===== config.mk =====
export PLATFORM = sky130hd
export DESIGN_NAME = ppw_writer
export DESIGN_NICKNAME = d
export VERILOG_FILES = /design/src/ppw_writer.v
export VERILOG_INCLUDE_DIRS = /design/src
export SDC_FILE = /design/constraint.sdc
export NUM_CORES = 1
export LEC_CHECK = 0
export BUFFER_PORTS_ARGS = -buffer_cell sky130_fd_sc_hd__buf_2
export CORE_MARGIN = 2
export CORE_UTILIZATION = 50
export CTS_BUF_LIST = sky130_fd_sc_hd__clkbuf_4
export DETAILED_ROUTE_END_ITERATION = 8
export PLACE_DENSITY = 0.7
export SLEW_MARGIN = 5
export SYNTH_ARGS = -nofsm -noshare
export SYNTH_HDL_FRONTEND = slang
export SYNTH_SLANG_ARGS = --single-unit

===== constraint.sdc =====
create_clock -name ref_clk -period 5.25 [get_ports ref_clk]
set_clock_uncertainty 0.05 [all_clocks]
set_input_delay 1.3125 -clock ref_clk [delete_from_list [all_inputs] [get_ports ref_clk]]
set_output_delay 1.3125 -clock ref_clk [all_outputs]
set_load 0.03 [all_outputs]

===== src/ppw_map.vh =====
`ifndef PPW_MAP_VH
`define PPW_MAP_VH
// Program pulse width in ns and derived cycle count at 200 MHz
`define PPW_PULSE_NS      100000
`define PPW_CLK_NS        5
`define PPW_PULSE_CYC     (`PPW_PULSE_NS / `PPW_CLK_NS)
// Setup and hold around strobe edges, in cycles
`define PPW_SETUP_CYC     4
// Write attempts per location
`define PPW_MAX_TRIES     10
`define PPW_PAGE_BYTES    4
`define PPW_LAST_ADDR     17'h0efff
`define PPW_ERASED        8'hff
// Command codes
`define PPW_CMD_READ      2'h0
`define PPW_CMD_BYTE      2'h1
`define PPW_CMD_PAGE      2'h2
`endif


===== src/ppw_writer.v =====
// Function
// Select strobe high puts the device in standby, data floating.
// Select high, pulse high, read low latches one four-byte page.
// After full page, 0.1 ms low pulse with select and read high.
// After a page write, verify with select and read strobe low.
// Repeat write and verify up to ten times when verify fails.
// Byte write is 0.1 ms pulse with select low, read high.
// Select low, pulse high, read low: device presents stored byte.
// Devices whose pulse pin stays high are not written.
// Read: place address, select read mode, capture data bus byte.
// Erased location reads as all ones.
// Program only addresses 0000h through efffh; page writes check only cmd_addr, not base plus 3.
// Port active only with reset low and supply applied; reads are run with vpp_high low.
// Select low, read high floats the device data bus.
// Data pins float during page write; latch kept until pulse ends.
// Inhibit states float data pins and perform no write.
`timescale 1ns/10ps
`default_nettype none
`include "ppw_map.vh"
module ppw_writer
#(
   parameter PULSE_CYC = `PPW_PULSE_CYC,
   parameter SETUP_CYC = `PPW_SETUP_CYC
)
(
   input  wire        ref_clk,
   input  wire        rstn,
   input  wire        cmd_valid,
   input  wire [1:0]  cmd_op,
   input  wire [16:0] cmd_addr,
   input  wire [31:0] cmd_data,
   output reg         cmd_ready,
   output reg         done,
   output reg         fail,
   output reg  [7:0]  rd_data,
   output reg         erased,
   output reg         target_reset_n,
   output reg         vpp_high,
   output reg         select_n,
   output reg         read_n,
   output reg         program_pulse_n,
   output reg  [16:0] location_pins,
   input  wire [7:0]  byte_bus_pins_in,
   output reg  [7:0]  byte_bus_pins_out,
   output reg         byte_bus_pins_oe
);
   localparam S_IDLE  = 3'h0;
   localparam S_LATCH = 3'h1;
   localparam S_PULSE = 3'h2;
   localparam S_VSET  = 3'h3;
   localparam S_VCHK  = 3'h4;
   localparam S_READ  = 3'h5;
   localparam S_END   = 3'h6;

   reg        rst_s1;
   reg        rst_s2;
   reg [7:0]  bus_s1;
   reg [7:0]  bus_s2;
   reg [2:0]  state;
   reg [1:0]  op;
   reg [16:0] base;
   reg [31:0] data;
   reg [1:0]  idx;
   reg [3:0]  tries;
   reg [31:0] cnt;
   reg        bad;
   wire [7:0] cur_byte = data[{idx, 3'h0} +: 8];

   always @(posedge ref_clk or negedge rstn)
   begin
      if (!rstn)
      begin
         rst_s1 <= 1'b0;
         rst_s2 <= 1'b0;
      end
      else
      begin
         rst_s1 <= 1'b1;
         rst_s2 <= rst_s1;
      end
   end

   always @(posedge ref_clk)
   begin
      bus_s1 <= byte_bus_pins_in;
      bus_s2 <= bus_s1;
   end

   always @(posedge ref_clk or negedge rst_s2)
   begin
      if (!rst_s2)
      begin
         state             <= S_IDLE;
         op                <= 2'h0;
         base              <= 17'h00000;
         data              <= 32'h00000000;
         idx               <= 2'h0;
         tries             <= 4'h0;
         cnt               <= 32'h00000000;
         bad               <= 1'b0;
         cmd_ready         <= 1'b0;
         done              <= 1'b0;
         fail              <= 1'b0;
         rd_data           <= 8'h00;
         erased            <= 1'b0;
         target_reset_n    <= 1'b0;
         vpp_high          <= 1'b0;
         select_n          <= 1'b1;
         read_n            <= 1'b1;
         program_pulse_n   <= 1'b1;
         location_pins     <= 17'h00000;
         byte_bus_pins_out <= 8'h00;
         byte_bus_pins_oe  <= 1'b0;
      end
      else
      begin
         done           <= 1'b0;
         target_reset_n <= 1'b0;
         case (state)
            S_IDLE:
            begin
               select_n         <= 1'b1;
               read_n           <= 1'b1;
               program_pulse_n  <= 1'b1;
               byte_bus_pins_oe <= 1'b0;
               cmd_ready        <= 1'b1;
               if (cmd_valid && cmd_ready)
               begin
                  cmd_ready <= 1'b0;
                  op        <= cmd_op;
                  base      <= cmd_addr;
                  data      <= cmd_data;
                  idx       <= 2'h0;
                  tries     <= 4'h0;
                  cnt       <= 32'h00000000;
                  fail      <= 1'b0;
                  bad       <= 1'b0;
                  vpp_high  <= (cmd_op != `PPW_CMD_READ);

                  if (cmd_op != `PPW_CMD_READ && cmd_addr > `PPW_LAST_ADDR)
                  begin
                     fail  <= 1'b1;
                     state <= S_END;
                  end
                  else if (cmd_op == `PPW_CMD_READ)
                     state <= S_READ;
                  else if (cmd_op == `PPW_CMD_PAGE)
                     state <= S_LATCH;
                  else
                     state <= S_PULSE;
               end
            end
            S_LATCH:
            begin
               // Select high, pulse high, read low strobes each byte in
               select_n          <= 1'b1;
               program_pulse_n   <= 1'b1;
               location_pins     <= base + {15'h0000, idx};
               byte_bus_pins_out <= cur_byte;
               byte_bus_pins_oe  <= 1'b1;
               read_n            <= !(cnt >= SETUP_CYC && cnt < 2 * SETUP_CYC);
               if (cnt == 3 * SETUP_CYC)
               begin
                  cnt <= 32'h00000000;
                  idx <= idx + 2'h1;
                  if (idx == `PPW_PAGE_BYTES - 1)
                  begin
                     byte_bus_pins_oe <= 1'b0;
                     read_n           <= 1'b1;
                     state            <= S_PULSE;
                  end
               end
               else
                  cnt <= cnt + 32'h1;
            end
            S_PULSE:
            begin
               read_n   <= 1'b1;
               // Page write needs select high, byte write select low
               select_n <= (op == `PPW_CMD_PAGE);
               if (op == `PPW_CMD_BYTE)
               begin
                  location_pins     <= base;
                  byte_bus_pins_out <= data[7:0];
                  byte_bus_pins_oe  <= 1'b1;
               end
               else
                  byte_bus_pins_oe <= 1'b0;
               program_pulse_n <= !(cnt >= SETUP_CYC && cnt < SETUP_CYC + PULSE_CYC);
               if (cnt == 2 * SETUP_CYC + PULSE_CYC)
               begin
                  cnt   <= 32'h00000000;
                  idx   <= 2'h0;
                  bad   <= 1'b0;
                  tries <= tries + 4'h1;
                  state <= S_VSET;
               end
               else
                  cnt <= cnt + 32'h1;
            end
            S_VSET:
            begin
               // Verify: select and read low, pulse high
               byte_bus_pins_oe <= 1'b0;
               program_pulse_n  <= 1'b1;
               select_n         <= 1'b0;
               read_n           <= 1'b0;
               location_pins    <= base + {15'h0000, idx};
               if (cnt == 2 * SETUP_CYC)
               begin
                  cnt   <= 32'h00000000;
                  state <= S_VCHK;
               end
               else
                  cnt <= cnt + 32'h1;
            end
            S_VCHK:
            begin
               read_n <= 1'b1;
               if (bus_s2 != cur_byte)
                  bad <= 1'b1;
               if (op == `PPW_CMD_BYTE || idx == `PPW_PAGE_BYTES - 1)
               begin
                  idx <= 2'h0;
                  if (!(bad || bus_s2 != cur_byte))
                     state <= S_END;
                  else if (tries == `PPW_MAX_TRIES)
                  begin
                     fail  <= 1'b1;
                     state <= S_END;
                  end
                  else
                     state <= S_PULSE;
               end
               else
               begin
                  idx   <= idx + 2'h1;
                  state <= S_VSET;
               end
            end
            S_READ:
            begin
               location_pins    <= base;
               byte_bus_pins_oe <= 1'b0;
               select_n         <= 1'b0;
               read_n           <= 1'b0;
               if (cnt == 2 * SETUP_CYC)
               begin
                  cnt     <= 32'h00000000;
                  rd_data <= bus_s2;
                  erased  <= (bus_s2 == `PPW_ERASED);
                  state   <= S_END;
               end
               else
                  cnt <= cnt + 32'h1;
            end
            S_END:
            begin
               select_n         <= 1'b1;
               read_n           <= 1'b1;
               program_pulse_n  <= 1'b1;
               byte_bus_pins_oe <= 1'b0;
               vpp_high         <= 1'b0;
               done             <= 1'b1;
               state            <= S_IDLE;
            end
            default:
               state <= S_IDLE;
         endcase
      end
   end
endmodule
`default_nettype wire


==> impl_results.md, run 1 <==
* Layout area overhead at 12.38%
* Die width at 124.1 um
* Worst R2R Setup Slack at 1.87 ns
* Max Cap Viol at 0
* Sink Count at 153
* CTS root buffer: clkbuf_4
* RSZ-0062 raised after global routing: no
* Setup crit start: cnt[6]$_DFFE_PN0P_
* DR vias at 5,435
* End of the critical path: cnt[22]$_DFFE_PN0P_
* EDFF count, synth at 0
* Largest net degree at the start of global routing at 84
* Synth top area cells: dfrtp_1 (46%), mux2_2 (9.2%), dfxtp_1 (4.4%)
* Worst Path Required at 5.62 ns
* Startpoint types: register
* Crit-path cells: or4_4 -> or4_1 -> o31ai_4 -> nand4b_4 -> nor2_2 -> nor2_1
* Worst hold path class: reg2reg
* Clk slew on worst S/H paths at 0.14 ns
* RR Startpoint: cnt[6]$_DFFE_PN0P_
* Setup violators final at 0
* WL final at 15,640 um
* Post-Syn Area per Cell at 10.64 um^2
* Last weighted congestion value of the routability-driven placer at 0.8709
* Hold-fix buffers at CTS at 0
* Post-Syn Nets at 749
* Routed len/inst at 16.29 um
* GRT Overall Usage at 21.31%
* Library cells used by synthesis at 60
* Yosys top cell area share at 46.47%
* CTS max path bufs at 2
* Number of CTS-inserted buffers at 17
* First-pass GRT wire length at 25,430 um
* Status: finished, final reports clean
* Gr ovfl total at 0
* Maximum vdd drop at 161.3 uV
* Slew Viols, Final at 0
* Slew at the pin closest to its max-slew limit at 1.155 ns
* Initial Util at 51.58%
* Syn Inst Count at 678
* Buffers on Ports at 103
* Yosys warning total at 0
* 1st-pass router iterations at 5
* Synthesized flop and latch total at 153
* Final hold vios at 0
* Die extent in y at 124.1 um
* Synth area leader: dfrtp_1
* Post-CTS Setup Bufs at 0
* Worst slew margin at 23.02%
* Crit path max-delay cell type: or4_1
* Worst reg2reg endpoint: cnt[22]$_DFFE_PN0P_
* Final ANT Viol Nets at 0
* Crit path DAT at 3.75 ns
* Final net count at 838
* Async SR Flop Fraction at 89.54%
* DP HPWL at 11,260 um
* Die area at 15,410 um^2
* # diodes at 0
* Crit path max fanout at 32
* Final period utilization at 64.47%
* Max incr delay on CP at 0.70 ns
* IO Pins at 105
* Worst skew pair latency at 0.55 ns
* Post-layout min period at 3.385 ns
* Final Util at 57.97%
* WS Path Type: reg2reg
* Top cells by instance count after synthesis: dfrtp_1 (134), nand2_1 (74), mux2_2 (59)
* Leakage power at 3.820 nW
* Core ar. at 13,990 um^2
* Sum Neg Setup Slack at 0 ns
* CTS H-tree depth at 4
* Reg2Reg Depth at 6
* Via-to-Cell Ratio at 5.661
* Placed Area at 7829 um^2
* TritonCTS clock tree: built
* Antenna violations before repair at 0
* Iter 0 DRT Violations at 289
* DRC viols at 0
* Cell Area, Synth at 7216 um^2
* Top_reg_cell synth: dfrtp_1
* Share of layout cells above drive strength 1 at 27.82%
* CP Capture Type: register
* Cell Count, Final, Fillers Out at 960
* CTS-repair resized insts at 0
* Vias in the first global route at 5,205
* Design Area, Final at 8109 um^2
* Fmax at 0.2954 GHz
* Num rows at 43
* Sequential-to-total area share from yosys stat at 52.00%
* Placed cells at 928
* PwrDens at 242.5 nW/um^2
* Most frequent cell after synthesis: dfrtp_1
==> sequential cells by signal, summed over array words and instances, names as in the netlist, 2 cells and up <==
signal,count
cnt,32
data,32
base,17
location_pins,17
bus_s1,8
bus_s2,8
byte_bus_pins_out,8
rd_data,8
tries,4
state,3
idx,2
op,2
==> cell families (layout without fill, tap and decap cells) <==
| logic type | after synthesis | in the layout | synth area share [%] |
|---|---|---|---|
| adder cells (fa/ha/maj) | 9 | 9 | 1.769 |
| AO/OA/AOI/OAI | 112 | 112 | 9.554 |
| flip-flops | 153 | 153 | 52.00 |
| buffers and inverters | 47 | 149 | 2.809 |
| multiplexers | 70 | 70 | 12.12 |
| other | 2 | 2 | 0.1041 |
| AND/OR/NAND/NOR | 245 | 245 | 16.79 |
| XOR/XNOR | 40 | 40 | 4.855 |
==> per-layer routing <==
layer / vias up / wire [um] / global-route usage [%]
li1: 2606 / - / -
met2: 155 / 7357 / 34.53
met3: 26 / 958 / 5.769
met5: - / 0 / 0
met1: 2648 / 7068 / 27.70
met4: 0 / 254 / 7.233
==> worst max-delay path, delay by kind of cell, from the launching register on <==
family           cells  cell delay [ns]
AO/OA/AOI/OAI        1             0.33
flip-flops           1             0.47
AND/OR/NAND/NOR      5             2.39
==> report_power, final <==
part	internal, mW	switching [mW]	leakage, nW
sequential	1.18	0.0157	1.95
combinational	0.0200	0.0198	1.72
clock	0.253	0.473	0.153
total	1.46	0.509	3.82
==> stage by stage <==
stage | power [mW] | worst slack (ns) | hold WS, ns
final | 1.966 | 1.865 | 0.2818
after CTS | 1.981 | 1.855 | 0.2902
after global placement | 1.262 | 1.820 | 0.2604
after detailed placement | 1.264 | 1.666 | 0.2628
after floorplan | 1.231 | 1.106 | 0.2596
after global routing | 2.051 | 1.634 | 0.2831
==> cell usage in the layout, fill, tap and decap left out, types with 6 or more instances in the layout <==
cell type,count
nand2_1,74
mux2_2,59
and3_1,10
o31ai_1,6
inv_6,7
a31oi_1,23
dfrtp_1,133
nand4_1,14
nand2b_1,6
xor2_1,20
nor4_1,10
buf_2,103
nand3_1,27
xnor2_1,20
a21oi_1,25
inv_1,10
o21ai_0,34
ha_1,7
nor3_1,15
dfxtp_1,16
clkbuf_4,17
mux4_2,8
nor2_1,58
==> cell type report <==
cell class | count | area [um^2]
timing repair buffer | 105 | 530.5
multi-input combinational | 478 | 3272
tap | 180 | 225.2
sequential | 153 | 3756
clock buffer | 17 | 127.6
clock inverter | 15 | 152.6
inverter | 12 | 45.04
fill | 1210 | 5879
==> worst min path at each step <==
stage               cells after the start  slack [ns]         startpoint                 to
detailed placement                      0        0.26  bus_s1[5]$_DFF_P_  bus_s2[5]$_DFF_P_
finish                                  0        0.28  bus_s1[6]$_DFF_P_  bus_s2[6]$_DFF_P_
global route                            0        0.28  bus_s1[6]$_DFF_P_  bus_s2[6]$_DFF_P_
CTS                                     0        0.29  bus_s1[6]$_DFF_P_  bus_s2[6]$_DFF_P_
global placement                        0        0.26  bus_s1[3]$_DFF_P_  bus_s2[3]$_DFF_P_
floorplan                               0        0.26  bus_s1[0]$_DFF_P_  bus_s2[0]$_DFF_P_
Note: power is estimated with default switching activity, not from simulation.
==> run 2: changes to the inputs <==
--- a/config.mk
+++ b/config.mk
@@ -11,7 +11,7 @@
 export CORE_UTILIZATION = 50
 export CTS_BUF_LIST = sky130_fd_sc_hd__clkbuf_4
 export DETAILED_ROUTE_END_ITERATION = 8
-export PLACE_DENSITY = 0.7
+export PLACE_DENSITY = 0.73
 export SLEW_MARGIN = 5
 export SYNTH_ARGS = -nofsm -noshare
 export SYNTH_HDL_FRONTEND = slang
==> constraint.sdc (replaced) <==
create_clock -name ref_clk -period 2.77 [get_ports ref_clk]
set_clock_uncertainty 0.05 [all_clocks]
set_input_delay 0.6925 -clock ref_clk [delete_from_list [all_inputs] [get_ports ref_clk]]
set_output_delay 0.6925 -clock ref_clk [all_outputs]
set_load 0.03 [all_outputs]
==> impl_results.md, run 2 (synthesized netlist as in run 1, its figures left out) <==
* Post-CTS Setup Bufs at 0 (unchanged)
* Vias in the first global route at 5,394 (was 5,205)
* Initial Util at 51.58% (unchanged)
* CTS root buffer: clkbuf_4 (unchanged)
* Fill cell count at 1,147 (was 1,210)
* NetSw at 923.3 uW (was 508.8 uW)
* TritonCTS clock tree: built (unchanged)
* Maximum vdd drop at 366.8 uV (was 161.3 uV)
* Largest regs: cnt: 32 flops, data: 32 flops (unchanged)
* Clk slew on worst S/H paths at 0.15 ns (was 0.14 ns)
* Buffers on Ports at 103 (unchanged)
* Clk pwr share at 35.8% (was 36.9%)
* Num rows at 43 (unchanged)
* Final ANT Viol Nets at 0 (unchanged)
* Worst Path Required at 3.23 ns (was 5.62 ns)
* Iter 0 DRT Violations at 475 (was 289)
* Die extent in y at 124.1 um (unchanged)
* DP HPWL at 11,630 um (was 11,260 um)
* Worst R2R Setup Slack at 0.04 ns (was 1.87 ns)
* Worst skew pair latency at 0.58 ns (was 0.55 ns)
* Most frequent cells in the layout: dfrtp_1 (132), buf_2 (103), nand2_1 (74), mux2_2 (59), nor2_1 (58) (was dfrtp_1 (133), buf_2 (103), nand2_1 (74), mux2_2 (59), nor2_1 (58))
* Comb pwr share at 2.5% (was 2.0%)
* Startpoint types: register (unchanged)
* Worst slew margin at 59.04% (was 23.02%)
* IO Pins at 105 (unchanged)
* Slew at the pin closest to its max-slew limit at 0.6144 ns (was 1.155 ns)
* Int Power at 2.747 mW (was 1.457 mW)
* Via-to-Cell Ratio at 5.615 (was 5.661)
* Setup crit start: cnt[7]$_DFFE_PN0P_ (was cnt[6]$_DFFE_PN0P_)
* Routed len/inst at 15.98 um (was 16.29 um)
* Final hold vios at 0 (unchanged)
* Die width at 124.1 um (unchanged)
* CP Capture Type: register (unchanged)
* Switch share at 25.16% (was 25.88%)
* WS Path Type: reg2reg (unchanged)
* GRT Overall Usage at 21.42% (was 21.31%)
* Status: finished, final reports clean (unchanged)
* CTS H-tree depth at 4 (unchanged)
* Sink Count at 153 (unchanged)
* WL final at 15,940 um (was 15,640 um)
* Antenna violations before repair at 2 (was 0)
* Final period utilization at 98.63% (was 64.47%)
* Final Util at 60.38% (was 57.97%)
* Die area at 15,410 um^2 (unchanged)
* Layout area overhead at 17.06% (was 12.38%)
* First-pass GRT wire length at 25,390 um (was 25,430 um)
* Crit path DAT at 3.20 ns (was 3.75 ns)
* Fmax at 0.3660 GHz (was 0.2954 GHz)
* Largest net degree at the start of global routing at 78 (was 84)
* DRC viols at 0 (unchanged)
* Gr ovfl total at 0 (unchanged)
* Share of layout cells above drive strength 1 at 31.41% (was 27.82%)
* Flop pwr share at 61.6% (was 61.0%)
* 1st-pass router iterations at 5 (unchanged)
* PwrDens at 434.5 nW/um^2 (was 242.5 nW/um^2)
* Slew Viols, Final at 0 (unchanged)
* CTS max path bufs at 2 (unchanged)
* Setup violators final at 0 (unchanged)
* RR Startpoint: cnt[7]$_DFFE_PN0P_ (was cnt[6]$_DFFE_PN0P_)
* Commonest non-fill, non-tap cell in the layout: dfrtp_1 (unchanged)
* Max Cap Viol at 0 (unchanged)
* Number of CTS-inserted buffers at 17 (unchanged)
* End of the critical path: state[2]$_DFFE_PN0P_ (was cnt[22]$_DFFE_PN0P_)
* Hold Path Depth at 1 (was 0)
* Post-layout min period at 2.732 ns (was 3.385 ns)
* Leakage power at 3.999 nW (was 3.820 nW)
* Final net count at 873 (was 838)
* Tot Pwr at 3.670 mW (was 1.966 mW)
* Core ar. at 13,990 um^2 (unchanged)
* DR vias at 5,598 (was 5,435)
* Last weighted congestion value of the routability-driven placer at 0.9547 (was 0.8709)
* Worst hold path class: in2reg (was reg2reg)
* Reg2Reg Depth at 7 (was 6)
* Worst reg2reg endpoint: state[2]$_DFFE_PN0P_ (was cnt[22]$_DFFE_PN0P_)
* Crit path max fanout at 6 (was 32)
==> run 2: power by group through the flow <==
stage	sequential (mW)	clock, mW	combinational [mW]
after floorplan	2.32	0	0.0134
after global placement	2.31	0	0.0904
after detailed placement	2.31	0	0.0934
after CTS	2.26	1.36	0.0949
after global routing	2.27	1.45	0.105
final	2.26	1.32	0.0923
==> run 2: timing repair <==
item / 4_1_cts / 5_1_grt
endpoints found under the setup margin: 3 / 8
hold buffers: 1 / 0
cloned: 0 / 1
hold endpoints to repair: 2 / 0
pin swaps: 0 / 2
gates resized for setup: 1 / 7
==> run 2: per-stage QoR <==
step                area [um^2]   TNS (ns)  cells  setup WS (ns)  hold WS [ns]
finish                     8447          0    997        0.03797        0.1637
global route               8447  -0.009305    997      -0.006721        0.1097
CTS                        8394          0    994        0.02621        0.1219
detailed placement         8114  -0.006732    961      -0.006732        0.2551
global placement           8114          0    961        0.05471        0.2483
floorplan                  7217          0    678         0.1125        0.2596
==> run 2: routing by layer <==
layer / global-route usage [%] / share of wire [%] / up-vias / wire length (um)
met5: 0 / 0 / - / 0
met4: 8.076 / 2.0 / 0 / 325
met3: 5.449 / 6.1 / 32 / 977
met2: 34.22 / 47 / 206 / 7563
met1: 28.15 / 44 / 2677 / 7070
li1: - / - / 2683 / -
==> run 2: worst min path at each step <==
stage,start,to
after floorplan,bus_s1[0]$_DFF_P_,bus_s2[0]$_DFF_P_
after global placement,rst_s2$_DFF_PN0_,cnt[8]$_DFFE_PN0P_
after detailed placement,rst_s2$_DFF_PN0_,cnt[8]$_DFFE_PN0P_
after CTS,byte_bus_pins_in[3],bus_s1[3]$_DFF_P_
after global routing,byte_bus_pins_in[3],bus_s1[3]$_DFF_P_
final,byte_bus_pins_in[3],bus_s1[3]$_DFF_P_
==> run 2: cell type report <==
class                           count  area, um^2  share of cell area (%)
Clock buffer                       17       127.6                   1.511
Clock inverter                     15       138.9                   1.644
Tap cell                          180       225.2                   2.666
Sequential cell                   153        3757                   44.48
Multi-Input combinational cell    479        3318                   39.28
Antenna cell                        2       5.005                 0.05925
Timing Repair Buffer              139       829.5                   9.821
Inverter                           12       45.04                  0.5333
==> run 2: critical path, cell delays in order (launching register included) <==
cell and delay, ns:
dfrtp_1 0.39, or4_4 0.55, or4_4 0.56, buf_4 0.20, nor3_2 0.19, o211ai_1 0.18
or3_1 0.41, o21ai_0 0.16
